### src/hw/puxm_pkg.sv
// Package with operation codes, unit codes and field constants for the datapath.
package puxm_pkg;
  typedef enum logic [2:0] {
    PUXM_OP_NONE,
    PUXM_OP_UNPACK_LOW_BYTES,
    PUXM_OP_XOR_REG,
    PUXM_OP_XOR_CONST,
    PUXM_OP_EXPAND_HALFWORD,
    PUXM_OP_EXPAND_BYTE
  } puxm_op_t;

  typedef enum logic [1:0] {
    PUXM_UNIT_L,
    PUXM_UNIT_S,
    PUXM_UNIT_D,
    PUXM_UNIT_M
  } puxm_unit_t;

  localparam int PUXM_DATA_W = 32;
  localparam int PUXM_REG_ADDR_W = 5;
  localparam int PUXM_CONST_W = 5;
  localparam int PUXM_HALF_W = 16;
  localparam int PUXM_BYTE_W = 8;
  localparam int PUXM_HALF_LANES = 2;
  localparam int PUXM_BYTE_LANES = 4;
  localparam logic [31:0] PUXM_ZERO_WORD = 32'h0000_0000;
  localparam logic [4:0] PUXM_ZERO_ADDR = 5'h00;
  localparam logic [2:0] PUXM_ZERO_OP = 3'h0;
endpackage

### src/hw/puxm_datapath.sv
// Execute-stage datapath for unpack, exclusive-OR and mask expansion operations.
`timescale 1ns/1ps
`default_nettype none

////////////////////////////////////////////////////////////////////////////////
// Contract
// - Source byte 1 goes to destination byte 2.
// - Source byte 0 stays in destination byte 0.
// - Unpack zero-fills each lane's high byte.
// - Exclusive-OR accepted on L, S, D units.
// - Exclusive-OR result identical on every unit.
// - Halfword expand reads only source bits 1..0.
// - Source bit 1 fills upper halfword.
// - Source bit 0 fills lower halfword.
// - Halfword expand ignores source bits 31..2.
// - Halfword expand on multiply unit, one delay slot.
// - Byte expand reads only source bits 3..0.
// - Source bit n fills destination byte n.
module puxm_datapath
  import puxm_pkg::*;
(
  input wire logic SYS_CLK,
  input wire logic RST_B,
  input wire logic ISSUE,
  input wire puxm_op_t OP,
  input wire puxm_unit_t UNIT,
  input wire logic PRED,
  input wire logic [PUXM_DATA_W-1:0] FIRST_SOURCE_OPERAND,
  input wire logic [PUXM_CONST_W-1:0] SIGNED_5BIT_CONSTANT,
  input wire logic [PUXM_DATA_W-1:0] SECOND_SOURCE_OPERAND,
  input wire logic [PUXM_REG_ADDR_W-1:0] DST_ADDR,
  output logic WB_EN,
  output logic [PUXM_REG_ADDR_W-1:0] WB_ADDR,
  output logic [PUXM_DATA_W-1:0] WB_DATA,
  output logic ILLEGAL
);

  ////////////////////////////////////////////////////////////////////////////////
  // Operation decode and result functions.

  function automatic logic is_single_cycle(input puxm_op_t op);
    is_single_cycle = (op == PUXM_OP_UNPACK_LOW_BYTES) || (op == PUXM_OP_XOR_REG) ||
                      (op == PUXM_OP_XOR_CONST);
  endfunction

  function automatic logic is_two_cycle(input puxm_op_t op);
    is_two_cycle = (op == PUXM_OP_EXPAND_HALFWORD) || (op == PUXM_OP_EXPAND_BYTE);
  endfunction

  // Mask expansion only lives on the multiply unit; the other ops never use it.
  function automatic logic unit_ok(input puxm_op_t op, input puxm_unit_t unit);
    unit_ok = 1'b0;
    unique case (op)
      PUXM_OP_UNPACK_LOW_BYTES: unit_ok = (unit == PUXM_UNIT_L) || (unit == PUXM_UNIT_S);
      PUXM_OP_XOR_REG, PUXM_OP_XOR_CONST: unit_ok = (unit != PUXM_UNIT_M);
      PUXM_OP_EXPAND_HALFWORD, PUXM_OP_EXPAND_BYTE: unit_ok = (unit == PUXM_UNIT_M);
      PUXM_OP_NONE: unit_ok = 1'b0;
      default: unit_ok = 1'b0;
    endcase
  endfunction

  function automatic logic [PUXM_DATA_W-1:0] unpack_low(input logic [PUXM_DATA_W-1:0] s);
    unpack_low = {{PUXM_BYTE_W{1'b0}}, s[2*PUXM_BYTE_W-1:PUXM_BYTE_W],
                  {PUXM_BYTE_W{1'b0}}, s[PUXM_BYTE_W-1:0]};
  endfunction

  function automatic logic [PUXM_DATA_W-1:0] sext_const(input logic [PUXM_CONST_W-1:0] c);
    sext_const = {{(PUXM_DATA_W-PUXM_CONST_W){c[PUXM_CONST_W-1]}}, c};
  endfunction

  ////////////////////////////////////////////////////////////////////////////////
  // Single-cycle results, shared by every unit so the result cannot differ.

  logic [PUXM_DATA_W-1:0] xor_lhs;
  logic [PUXM_DATA_W-1:0] fast_result;
  logic [PUXM_DATA_W-1:0] half_mask;
  logic [PUXM_DATA_W-1:0] byte_mask;
  logic legal;

  assign legal = unit_ok(OP, UNIT);
  assign xor_lhs = (OP == PUXM_OP_XOR_CONST) ? sext_const(SIGNED_5BIT_CONSTANT)
                                             : FIRST_SOURCE_OPERAND;
  assign fast_result = (OP == PUXM_OP_UNPACK_LOW_BYTES) ? unpack_low(SECOND_SOURCE_OPERAND)
                                                        : (xor_lhs ^ SECOND_SOURCE_OPERAND);

  genvar gi;
  generate
    for (gi = 0; gi < PUXM_HALF_LANES; gi++) begin : g_half
      assign half_mask[gi*PUXM_HALF_W +: PUXM_HALF_W] =
        {PUXM_HALF_W{SECOND_SOURCE_OPERAND[gi]}};
    end
    for (gi = 0; gi < PUXM_BYTE_LANES; gi++) begin : g_byte
      assign byte_mask[gi*PUXM_BYTE_W +: PUXM_BYTE_W] =
        {PUXM_BYTE_W{SECOND_SOURCE_OPERAND[gi]}};
    end
  endgenerate

  ////////////////////////////////////////////////////////////////////////////////
  // Multiply-unit stage: expansion result is held one cycle, giving one delay slot.

  logic mul_vld_r;
  logic [PUXM_REG_ADDR_W-1:0] mul_addr_r;
  logic [PUXM_DATA_W-1:0] mul_data_r;
  logic mul_vld_nxt;

  // A predicate that is false turns the issue into a no-op with no write.
  assign mul_vld_nxt = ISSUE && PRED && legal && is_two_cycle(OP);

  always_ff @(posedge SYS_CLK or negedge RST_B) begin
    if (!RST_B) begin
      mul_vld_r <= 1'b0;
      mul_addr_r <= PUXM_ZERO_ADDR;
      mul_data_r <= PUXM_ZERO_WORD;
    end else begin
      mul_vld_r <= mul_vld_nxt;
      mul_addr_r <= DST_ADDR;
      mul_data_r <= (OP == PUXM_OP_EXPAND_HALFWORD) ? half_mask : byte_mask;
    end
  end

  ////////////////////////////////////////////////////////////////////////////////
  // Write-back port. The multiply unit and a single-cycle unit are separate units
  // and may both finish in one cycle; the decoder must not target one write port
  // with both, so here the older multiply result takes the port.

  logic fast_vld;
  assign fast_vld = ISSUE && PRED && legal && is_single_cycle(OP);

  always_ff @(posedge SYS_CLK or negedge RST_B) begin
    if (!RST_B) begin
      WB_EN <= 1'b0;
      WB_ADDR <= PUXM_ZERO_ADDR;
      WB_DATA <= PUXM_ZERO_WORD;
    end else if (mul_vld_r) begin
      WB_EN <= 1'b1;
      WB_ADDR <= mul_addr_r;
      WB_DATA <= mul_data_r;
    end else if (fast_vld) begin
      WB_EN <= 1'b1;
      WB_ADDR <= DST_ADDR;
      WB_DATA <= fast_result;
    end else begin
      WB_EN <= 1'b0;
    end
  end

  always_ff @(posedge SYS_CLK or negedge RST_B) begin
    if (!RST_B) begin
      ILLEGAL <= 1'b0;
    end else begin
      ILLEGAL <= ISSUE && (OP != PUXM_OP_NONE) && !legal;
    end
  end

  ////////////////////////////////////////////////////////////////////////////////
  // Checks.

  AST_UNPACK_ONE_CYCLE: assert property (@(posedge SYS_CLK) disable iff (!RST_B)
    ISSUE && PRED && legal && OP == PUXM_OP_UNPACK_LOW_BYTES && !mul_vld_r |=>
      WB_EN && WB_DATA == {8'h00, $past(SECOND_SOURCE_OPERAND[15:8]),
                           8'h00, $past(SECOND_SOURCE_OPERAND[7:0])})
    else $error("Unpack result or timing wrong.");

  AST_UNPACK_HIGH_ZERO: assert property (@(posedge SYS_CLK) disable iff (!RST_B)
    ISSUE && PRED && legal && OP == PUXM_OP_UNPACK_LOW_BYTES && !mul_vld_r |=>
      WB_DATA[31:24] == 8'h00 && WB_DATA[15:8] == 8'h00)
    else $error("Unpack high bytes not zero.");

  AST_XOR_CONST: assert property (@(posedge SYS_CLK) disable iff (!RST_B)
    ISSUE && PRED && legal && OP == PUXM_OP_XOR_CONST && !mul_vld_r |=>
      WB_EN && WB_DATA == ($past(SECOND_SOURCE_OPERAND) ^
        {{27{$past(SIGNED_5BIT_CONSTANT[4])}}, $past(SIGNED_5BIT_CONSTANT)}))
    else $error("Constant exclusive-OR result wrong.");

  AST_XOR_ANY_UNIT: assert property (@(posedge SYS_CLK) disable iff (!RST_B)
    ISSUE && PRED && OP == PUXM_OP_XOR_REG && UNIT != PUXM_UNIT_M && !mul_vld_r |=>
      WB_EN && WB_DATA == ($past(FIRST_SOURCE_OPERAND) ^ $past(SECOND_SOURCE_OPERAND)))
    else $error("Register exclusive-OR refused or wrong.");

  AST_HALF_EXPAND: assert property (@(posedge SYS_CLK) disable iff (!RST_B)
    ISSUE && PRED && legal && OP == PUXM_OP_EXPAND_HALFWORD |-> ##2
      WB_EN && WB_DATA == {{16{$past(SECOND_SOURCE_OPERAND[1], 2)}},
                           {16{$past(SECOND_SOURCE_OPERAND[0], 2)}}})
    else $error("Halfword mask wrong or not two cycles after issue.");

  AST_BYTE_EXPAND: assert property (@(posedge SYS_CLK) disable iff (!RST_B)
    ISSUE && PRED && legal && OP == PUXM_OP_EXPAND_BYTE |-> ##2
      WB_EN && WB_DATA == {{8{$past(SECOND_SOURCE_OPERAND[3], 2)}},
        {8{$past(SECOND_SOURCE_OPERAND[2], 2)}}, {8{$past(SECOND_SOURCE_OPERAND[1], 2)}},
        {8{$past(SECOND_SOURCE_OPERAND[0], 2)}}})
    else $error("Byte mask wrong or not two cycles after issue.");

  AST_NO_WRITE_FALSE_PRED: assert property (@(posedge SYS_CLK) disable iff (!RST_B)
    (!ISSUE || !PRED) && !mul_vld_r |=> !WB_EN)
    else $error("Write-back with false predicate.");

  AST_EXPAND_DELAY_SLOT: assert property (@(posedge SYS_CLK) disable iff (!RST_B)
    ISSUE && PRED && legal && is_two_cycle(OP) && !mul_vld_r && !fast_vld ##1
      !fast_vld |-> !WB_EN ##1 WB_EN)
    else $error("Expansion result appeared in its delay slot.");

  ////////////////////////////////////////////////////////////////////////////////
  // Lane, address and refusal checks.

  AST_UNPACK_LOW_KEEP: assert property (@(posedge SYS_CLK) disable iff (!RST_B)
    ISSUE && PRED && legal && OP == PUXM_OP_UNPACK_LOW_BYTES && !mul_vld_r |=>
      WB_DATA[7:0] == $past(SECOND_SOURCE_OPERAND[7:0]))
    else $error("Unpack low byte not kept.");

  AST_UNPACK_MOVE: assert property (@(posedge SYS_CLK) disable iff (!RST_B)
    ISSUE && PRED && legal && OP == PUXM_OP_UNPACK_LOW_BYTES && !mul_vld_r |=>
      WB_DATA[23:16] == $past(SECOND_SOURCE_OPERAND[15:8]))
    else $error("Unpack second byte not moved.");

  AST_XOR_DATA_UNIT: assert property (@(posedge SYS_CLK) disable iff (!RST_B)
    ISSUE && PRED && OP == PUXM_OP_XOR_REG && UNIT == PUXM_UNIT_D && !mul_vld_r |=>
      WB_EN && WB_DATA == ($past(FIRST_SOURCE_OPERAND) ^ $past(SECOND_SOURCE_OPERAND)))
    else $error("Exclusive-OR on data unit differs.");

  AST_HALF_UPPER: assert property (@(posedge SYS_CLK) disable iff (!RST_B)
    ISSUE && PRED && legal && OP == PUXM_OP_EXPAND_HALFWORD |-> ##2
      WB_DATA[31:16] == {16{$past(SECOND_SOURCE_OPERAND[1], 2)}})
    else $error("Upper halfword mask wrong.");

  AST_HALF_LOWER: assert property (@(posedge SYS_CLK) disable iff (!RST_B)
    ISSUE && PRED && legal && OP == PUXM_OP_EXPAND_HALFWORD |-> ##2
      WB_DATA[15:0] == {16{$past(SECOND_SOURCE_OPERAND[0], 2)}})
    else $error("Lower halfword mask wrong.");

  AST_HALF_SOLID: assert property (@(posedge SYS_CLK) disable iff (!RST_B)
    ISSUE && PRED && legal && OP == PUXM_OP_EXPAND_HALFWORD |-> ##2
      (WB_DATA[31:16] == 16'h0000 || WB_DATA[31:16] == 16'hffff) &&
      (WB_DATA[15:0] == 16'h0000 || WB_DATA[15:0] == 16'hffff))
    else $error("Halfword mask lane not solid.");

  AST_BYTE_SOLID: assert property (@(posedge SYS_CLK) disable iff (!RST_B)
    ISSUE && PRED && legal && OP == PUXM_OP_EXPAND_BYTE |-> ##2
      (WB_DATA[31:24] == 8'h00 || WB_DATA[31:24] == 8'hff) &&
      (WB_DATA[7:0] == 8'h00 || WB_DATA[7:0] == 8'hff))
    else $error("Byte mask lane not solid.");

  AST_BYTE_TOP: assert property (@(posedge SYS_CLK) disable iff (!RST_B)
    ISSUE && PRED && legal && OP == PUXM_OP_EXPAND_BYTE |-> ##2
      WB_DATA[31:24] == {8{$past(SECOND_SOURCE_OPERAND[3], 2)}})
    else $error("Top byte mask wrong.");

  AST_BYTE_BOTTOM: assert property (@(posedge SYS_CLK) disable iff (!RST_B)
    ISSUE && PRED && legal && OP == PUXM_OP_EXPAND_BYTE |-> ##2
      WB_DATA[7:0] == {8{$past(SECOND_SOURCE_OPERAND[0], 2)}})
    else $error("Bottom byte mask wrong.");

  AST_FAST_WB_ADDR: assert property (@(posedge SYS_CLK) disable iff (!RST_B)
    fast_vld && !mul_vld_r |=>
      WB_EN && WB_ADDR == $past(DST_ADDR))
    else $error("Single-cycle write-back address wrong.");

  AST_EXPAND_WB_ADDR: assert property (@(posedge SYS_CLK) disable iff (!RST_B)
    ISSUE && PRED && legal && is_two_cycle(OP) |-> ##2
      WB_EN && WB_ADDR == $past(DST_ADDR, 2))
    else $error("Expansion write-back address wrong.");

  AST_PRED_FALSE_NO_MUL: assert property (@(posedge SYS_CLK) disable iff (!RST_B)
    ISSUE && !PRED |=>
      !mul_vld_r)
    else $error("False predicate started an expansion.");

  AST_ILLEGAL_NO_WRITE: assert property (@(posedge SYS_CLK) disable iff (!RST_B)
    ISSUE && OP != PUXM_OP_NONE && !legal && !mul_vld_r |=>
      ILLEGAL && !WB_EN)
    else $error("Refused unit wrote back or gave no flag.");

  AST_XOR_NOT_ILLEGAL: assert property (@(posedge SYS_CLK) disable iff (!RST_B)
    ISSUE && (OP == PUXM_OP_XOR_REG || OP == PUXM_OP_XOR_CONST) && UNIT != PUXM_UNIT_M |=>
      !ILLEGAL)
    else $error("Exclusive-OR refused on an allowed unit.");

  AST_WB_ONE_CYCLE: assert property (@(posedge SYS_CLK) disable iff (!RST_B)
    WB_EN && !mul_vld_r && !fast_vld |=>
      !WB_EN)
    else $error("Write-back strobe stood too long.");

  AST_WB_HOLD: assert property (@(posedge SYS_CLK) disable iff (!RST_B)
    !mul_vld_r && !fast_vld |=>
      $stable(WB_DATA) && $stable(WB_ADDR))
    else $error("Write-back data moved without a write.");

endmodule
`default_nettype wire

### config.mk
export PLATFORM = sky130hd
export DESIGN_NAME = puxm_datapath
export DESIGN_NICKNAME = d
export VERILOG_FILES = /design/src/hw/puxm_pkg.sv /design/src/hw/puxm_datapath.sv
export SDC_FILE = /design/constraint.sdc
export NUM_CORES = 1
export LEC_CHECK = 0
export ABC_AREA = 1
export BUFFER_PORTS_ARGS = -buffer_cell sky130_fd_sc_hd__buf_2
export CAP_MARGIN = 10
export CELL_PAD_IN_SITES_DETAIL_PLACEMENT = 0
export CELL_PAD_IN_SITES_GLOBAL_PLACEMENT = 2
export CORE_MARGIN = 2
export CORE_UTILIZATION = 25
export CTS_CLUSTER_DIAMETER = 80
export DETAILED_ROUTE_END_ITERATION = 8
export HOLD_SLACK_MARGIN = 0.12
export PLACE_DENSITY = 0.89
export RECOVER_POWER = 25
export SETUP_SLACK_MARGIN = 0.02
export SYNTH_ARGS = -nofsm -noshare
export SYNTH_HDL_FRONTEND = slang
export SYNTH_SLANG_ARGS = --single-unit
### constraint.sdc
create_clock -name SYS_CLK -period 1.8 [get_ports SYS_CLK]
set_clock_uncertainty 0.05 [all_clocks]
set_input_delay 0 -clock SYS_CLK [delete_from_list [all_inputs] [get_ports SYS_CLK]]
set_output_delay 0 -clock SYS_CLK [all_outputs]
set_load 0.1 [all_outputs]
# --- Yosys cells after proc, flatten, opt, wreduce, memory -nomap -nowiden ---
# Cells that the tools add are included.
totals:
  register_bits: 77
  inputBits: 83
  out_inout_bits: 39
op_classes:
  eq_ne: 8
  mux: 10
  bitwise: 1
  reduce_logical: 16
ops:
  columns: ["op", "count"]
  rows:
  - ["two-way mux 32 bit", 5]
  - ["XOR 32 bit", 1]
  - ["two-way mux 5 bit", 2]
  - ["equality test 3 x 2 -> 1 bit (second input constant)", 2]
  - ["equality test 3 bit (second input constant)", 2]
  - ["logical AND 1 bit", 6]
  - ["logical OR 1 bit", 4]
  - ["OR reduction 2 bit", 2]
  - ["equality test 3 x 1 -> 1 bit (second input constant)", 1]
  - ["one-hot mux 1 bit (3 select lines)", 1]
  - ["nonzero test 3 bit", 1]
  - ["equality test 2 x 1 -> 1 bit (second input constant)", 1]
  - ["equality test 2 bit (second input constant)", 1]
  - ["zero test 2 bit", 1]
  - ["two-way mux 1 bit", 2]
  - ["!= test 2 bit (second input constant)", 1]
  - ["nonzero test 2 bit", 1]
  - ["zero test 1 bit", 1]

# --- Longest topological paths before layout ---
logic_depth:
  ltp_word: 7
  depth_mapped: 12

# --- Worst setup path after synthesis ---
# No wires, ideal clock.
synth_timing:
  path_kind: "flip-flop to flip-flop"
  start: "register mul_vld_r"
  end: "register WB_DATA[25]"
  t_arrival_ns: 1.234
  path_slack_ns: 0.448
  path_stages_with_launch: 9
  path_buffers: 1
  cell_sequence: "dfrtp_1 -> inv_2 -> nand2_1 -> inv_1 -> buf_4 -> nand2_1 -> o21ai_0 -> nand2_1 -> nand2_1"
synth_between:
  elab_chain_len: 1
synth_lines:
  columns: ["item", "line", "text"]
  rows:
  - ["start, declared", "puxm_datapath.sv:101", "logic mul_vld_r;"]
  - ["start signal, assigned", "puxm_datapath.sv:115", "mul_vld_r <= mul_vld_nxt;"]
  - ["two-way mux 32 bit / nonzero test 2 bit (equally long branches)", null, null]
  - ["end signal, assigned", "puxm_datapath.sv:137", "WB_DATA <= mul_data_r;"]
  - ["end signal, assigned", "puxm_datapath.sv:141", "WB_DATA <= fast_result;"]
  - ["end, declared", "puxm_datapath.sv:34", "output logic [PUXM_DATA_W-1:0] WB_DATA,"]
# Parallel ways exist; a longest one is shown, timed or not.
# A chain may end at the register's enable or synchronous reset.

# --- Worst setup path after layout ---
layout_timing:
  start: "input port OP[0]"
  end: "register ILLEGAL"
layout_between:
  elab_chain_len: 5
layout_lines:
  columns: ["item", "line", "text"]
  rows:
  - ["start, declared", "puxm_datapath.sv:25", "input wire puxm_op_t OP,"]
  - ["equality test 3 bit / equality test 3 x 2 -> 1 bit (equally long branches)", "puxm_datapath.sv:53", "unique case (op)"]
  - ["OR reduction 2 bit", "puxm_datapath.sv:53", null]
  - ["one-hot mux 1 bit (3 select lines)", "puxm_datapath.sv:53", null]
  - ["zero test 1 bit", "puxm_datapath.sv:151", "ILLEGAL <= ISSUE && (OP != PUXM_OP_NONE) && !legal;"]
  - ["logical AND 1 bit *", "puxm_datapath.sv:151", null]
  - ["end signal, assigned", "puxm_datapath.sv:151", null]
  - ["end, declared", "puxm_datapath.sv:35", "output logic ILLEGAL"]
# Mark *: on every way between the ends. The rest lies on a longest branch, timed or not.

==> results.cfg <==
[outcome]
outcome = finished, final reports clean

[power]
swShare_pct = 58.1
seqPwrFrac_pct = 26.4
pwr-share-clk_pct = 15.4
ir_drop_mv = 0.757
pwr-share-comb_pct = 58.2
p_int_mw = 2.56
leakagePower_nw = 2.59
power_density_mw_per_mm2 = 1410
power.switching_mw = 3.55

[placement]
dp_hpwl_um = 7530
port_buffers = 121
gp_congestion = 0.820

[global_routing]
track_usage_pct = 15.8
grt_max_degree = 55
grt_pass1_wl_um = 16800
grtUsageMet2_pct = 27.5
grt_antenna_before_repair = 0
use_met3_pct = 2.85
top_usage_layer = met2
overflow = 0
grtUsageMet1_pct = 20.7
grt_pass1_vias = 3508

[setup_path]
path_depth = 10
crit_chain = dlygate4sd3_1 -> buf_2 -> inv_2 -> nor2_2 -> nand2_1 -> nand2_1 -> nand2_1 -> nand2_1 -> dlygate4sd3_1 -> a21oi_1
cp.arrival_ns = 1.77
crit_path_end_kind = flip-flop
crit_fanout = 5
reg2regPathDepth = 8
worstSetupStartpointType = input port
crit_top_cell = nand2_1
critical-path-top-delay-family = buffers and inverters
worst_ep_required_time_ns = 1.96
slowest_delay_ns = 0.55
path_buf_inv = 4
cp_slowest_cell = dlygate4sd3_1
path_class = in -> reg

[cells_and_area]
multiInputGateArea_mm2 = 0.00159
seq_area_mm2 = 0.00123
final_nets = 714
fill_cells = 1332
area_growth_pct = 41.1
drive_above_1_share_pct = 21.7

[logic_synthesis]
synth_fp_nets = 564
synthAdderAreaFrac_pct = 0.814
avgSynthCellArea_um2 = 6.42
synthArstFlopShare_pct = 100
synth_top_flop_cell = dfrtp_1
synth_top_family_by_area = simple AND/OR/NAND/NOR gates
synth.mux.area_fraction_pct = 0
ys_ff_latch = 49
synthCells = 479
synth-compound-area-share_pct = 3.91
synth_cell_types = 21
yosys.area_share.simple_pct = 47.1
synth_common_cells = nand2_1, nand3_1, dfrtp_1
yosysSeqAreaShare_pct = 39.9
synth_xor_area_share_pct = 0
yosys.area.top_type = dfrtp_1
yosys_warnings = 0
yosysMostFrequentCell = nand2_1
synth_top_cell_area_share_pct = 39.9
syn_area_mm2 = 0.00307
netlist_top_cells_area = dfrtp_1, nand2_1, nand3_1, inv_1, nor2_1
synth_edf_count = 0

[floorplanning]
start_util_pct = 25.6
placement_rows = 40
die_area_mm2 = 0.0132
die_y_um = 115
coreArea_mm2 = 0.0120
fp.dieW_um = 115
io_pins = 122

[routing]
vias_per_cell = 4.47
drcViolationCount = 0
firstDrtPassIters = 4
num_vias = 3481
drtIter0Drc = 90
wl_per_cell_um = 13.3
routed_wl_um = 10300
ant_nets = 0

[clocking]
cts_inserted_buffers = 5
clock_path_buffers = 2
clk_latency_ns = 0.29
cts_root_buf = clkbuf_16
clock-sinks = 49
cts_tree = built
path_clk_slew_ns = 0.07
htree_levels = 2

[sta]
tns_ns = 0
slew_viol_final = 0
worstMarginPinSlew_ns = 1.26
fin_crit_sh_pct = 89.7
final_hold_viol_count = 0
rsz0062_at_grt = no
period_minus_slack_ns = 1.61
fmax_mhz = 619
holdWs_ns = 0.129
setup_viol = 0
slew_headroom_pct = 16.3

[worst_hold_path]
hold_depth = 7
hold_class = in -> reg

[job]
cap_violations = 0
[per-layer routing]
metal / part of all wire [%] / vias to the layer above / wire (um)
met5: 0 / - / 0
met4: 0.56 / 0 / 58
met3: 6.8 / 7 / 700
met2: 46 / 100 / 4710
met1: 47 / 1571 / 4850
li1: - / 1803 / -
[worst paths after layout]
path / start / endpoint / slack (ns)
setup / recovery: OP[0] / ILLEGAL / 0.19
hold / removal: FIRST_SOURCE_OPERAND[8] / WB_DATA[8] / 0.13
setup reg to reg: mul_vld_r / WB_DATA[31] / 0.42
hold reg to reg: WB_DATA[9] / WB_DATA[9] / 0.45
max in group asynchronous: RST_B / WB_DATA[26] / 0.40
min in group asynchronous: RST_B / WB_EN / 0.54
[cell families after synthesis]
group,Yosys count
AOI/OAI and AO/OA,23
and+or+nand+nor,353
buffers and inverters,52
DFF,49
adders and majority gates,2
[placed cells by master, fill, tap and decap left out, drive strengths merged]
cell	instances
diode	1
dlygate4sd3	36
nand3	77
buf	124
clkinv	1
a21oi	5
o21ai	16
nand3b	5
nor3b	1
dfrtp	49
o21bai	1
clkbuf	13
o211ai	1
nand4	1
inv	29
ha	2
nand2	251
nor2	18
[area by class of cell]
cell class                 count  share of cell area [%]
multi-input combinational    378                    36.8
clock buffer                   6                    2.97
sequential                    49                    28.3
timing repair buffer         167                    24.9
antenna                        1                  0.0577
tap                          147                    4.24
clock inverter                 2                   0.317
inverter                      28                    2.42
[sequential cells by signal, summed over array words and instances (netlist names)]
register / cells
ILLEGAL: 1
WB_ADDR: 5
WB_DATA: 32
WB_EN: 1
mul_addr_r: 5
mul_data_r: 4
mul_vld_r: 1
[power by group through the flow]
stage,clock [mW],sequential [mW],combinational [mW]
floorplan,0,3.93,0.535
finish,0.941,1.62,3.56
detailed placement,0,1.63,3.53
global placement,0,1.63,3.51
global route,1.01,1.65,3.73
CTS,0.982,1.62,3.59
[stage by stage]
step	cells	utilization (%)	setup slack, ns	cell area (um^2)	total power, mW
4_1_cts	777	36.2	0.201	4340	6.19
5_1_grt	777	36.1	0.0648	4330	6.39
6_report	778	36.1	0.186	4340	6.11
3_5_place_dp	733	32.0	0.208	3840	5.16
3_3_place_gp	733	32.0	0.247	3840	5.14
2_1_floorplan	479	-	0.448	3070	4.47
[timing repair]
item                                   4_1_cts  5_1_grt
resized for setup                            0        0
endpoints found under the hold margin       92        0
buffers inserted                             0        0
hold buffers                                36        0
[worst min-delay path: stages]
cell and delay (ns):
buf_2 0.08, nand2_1 0.06, nand3_1 0.07, nand3_1 0.08, nand2_1 0.06, nand2_1 0.05
nand2_1 0.05
Power figures use the tool's default switching activity.
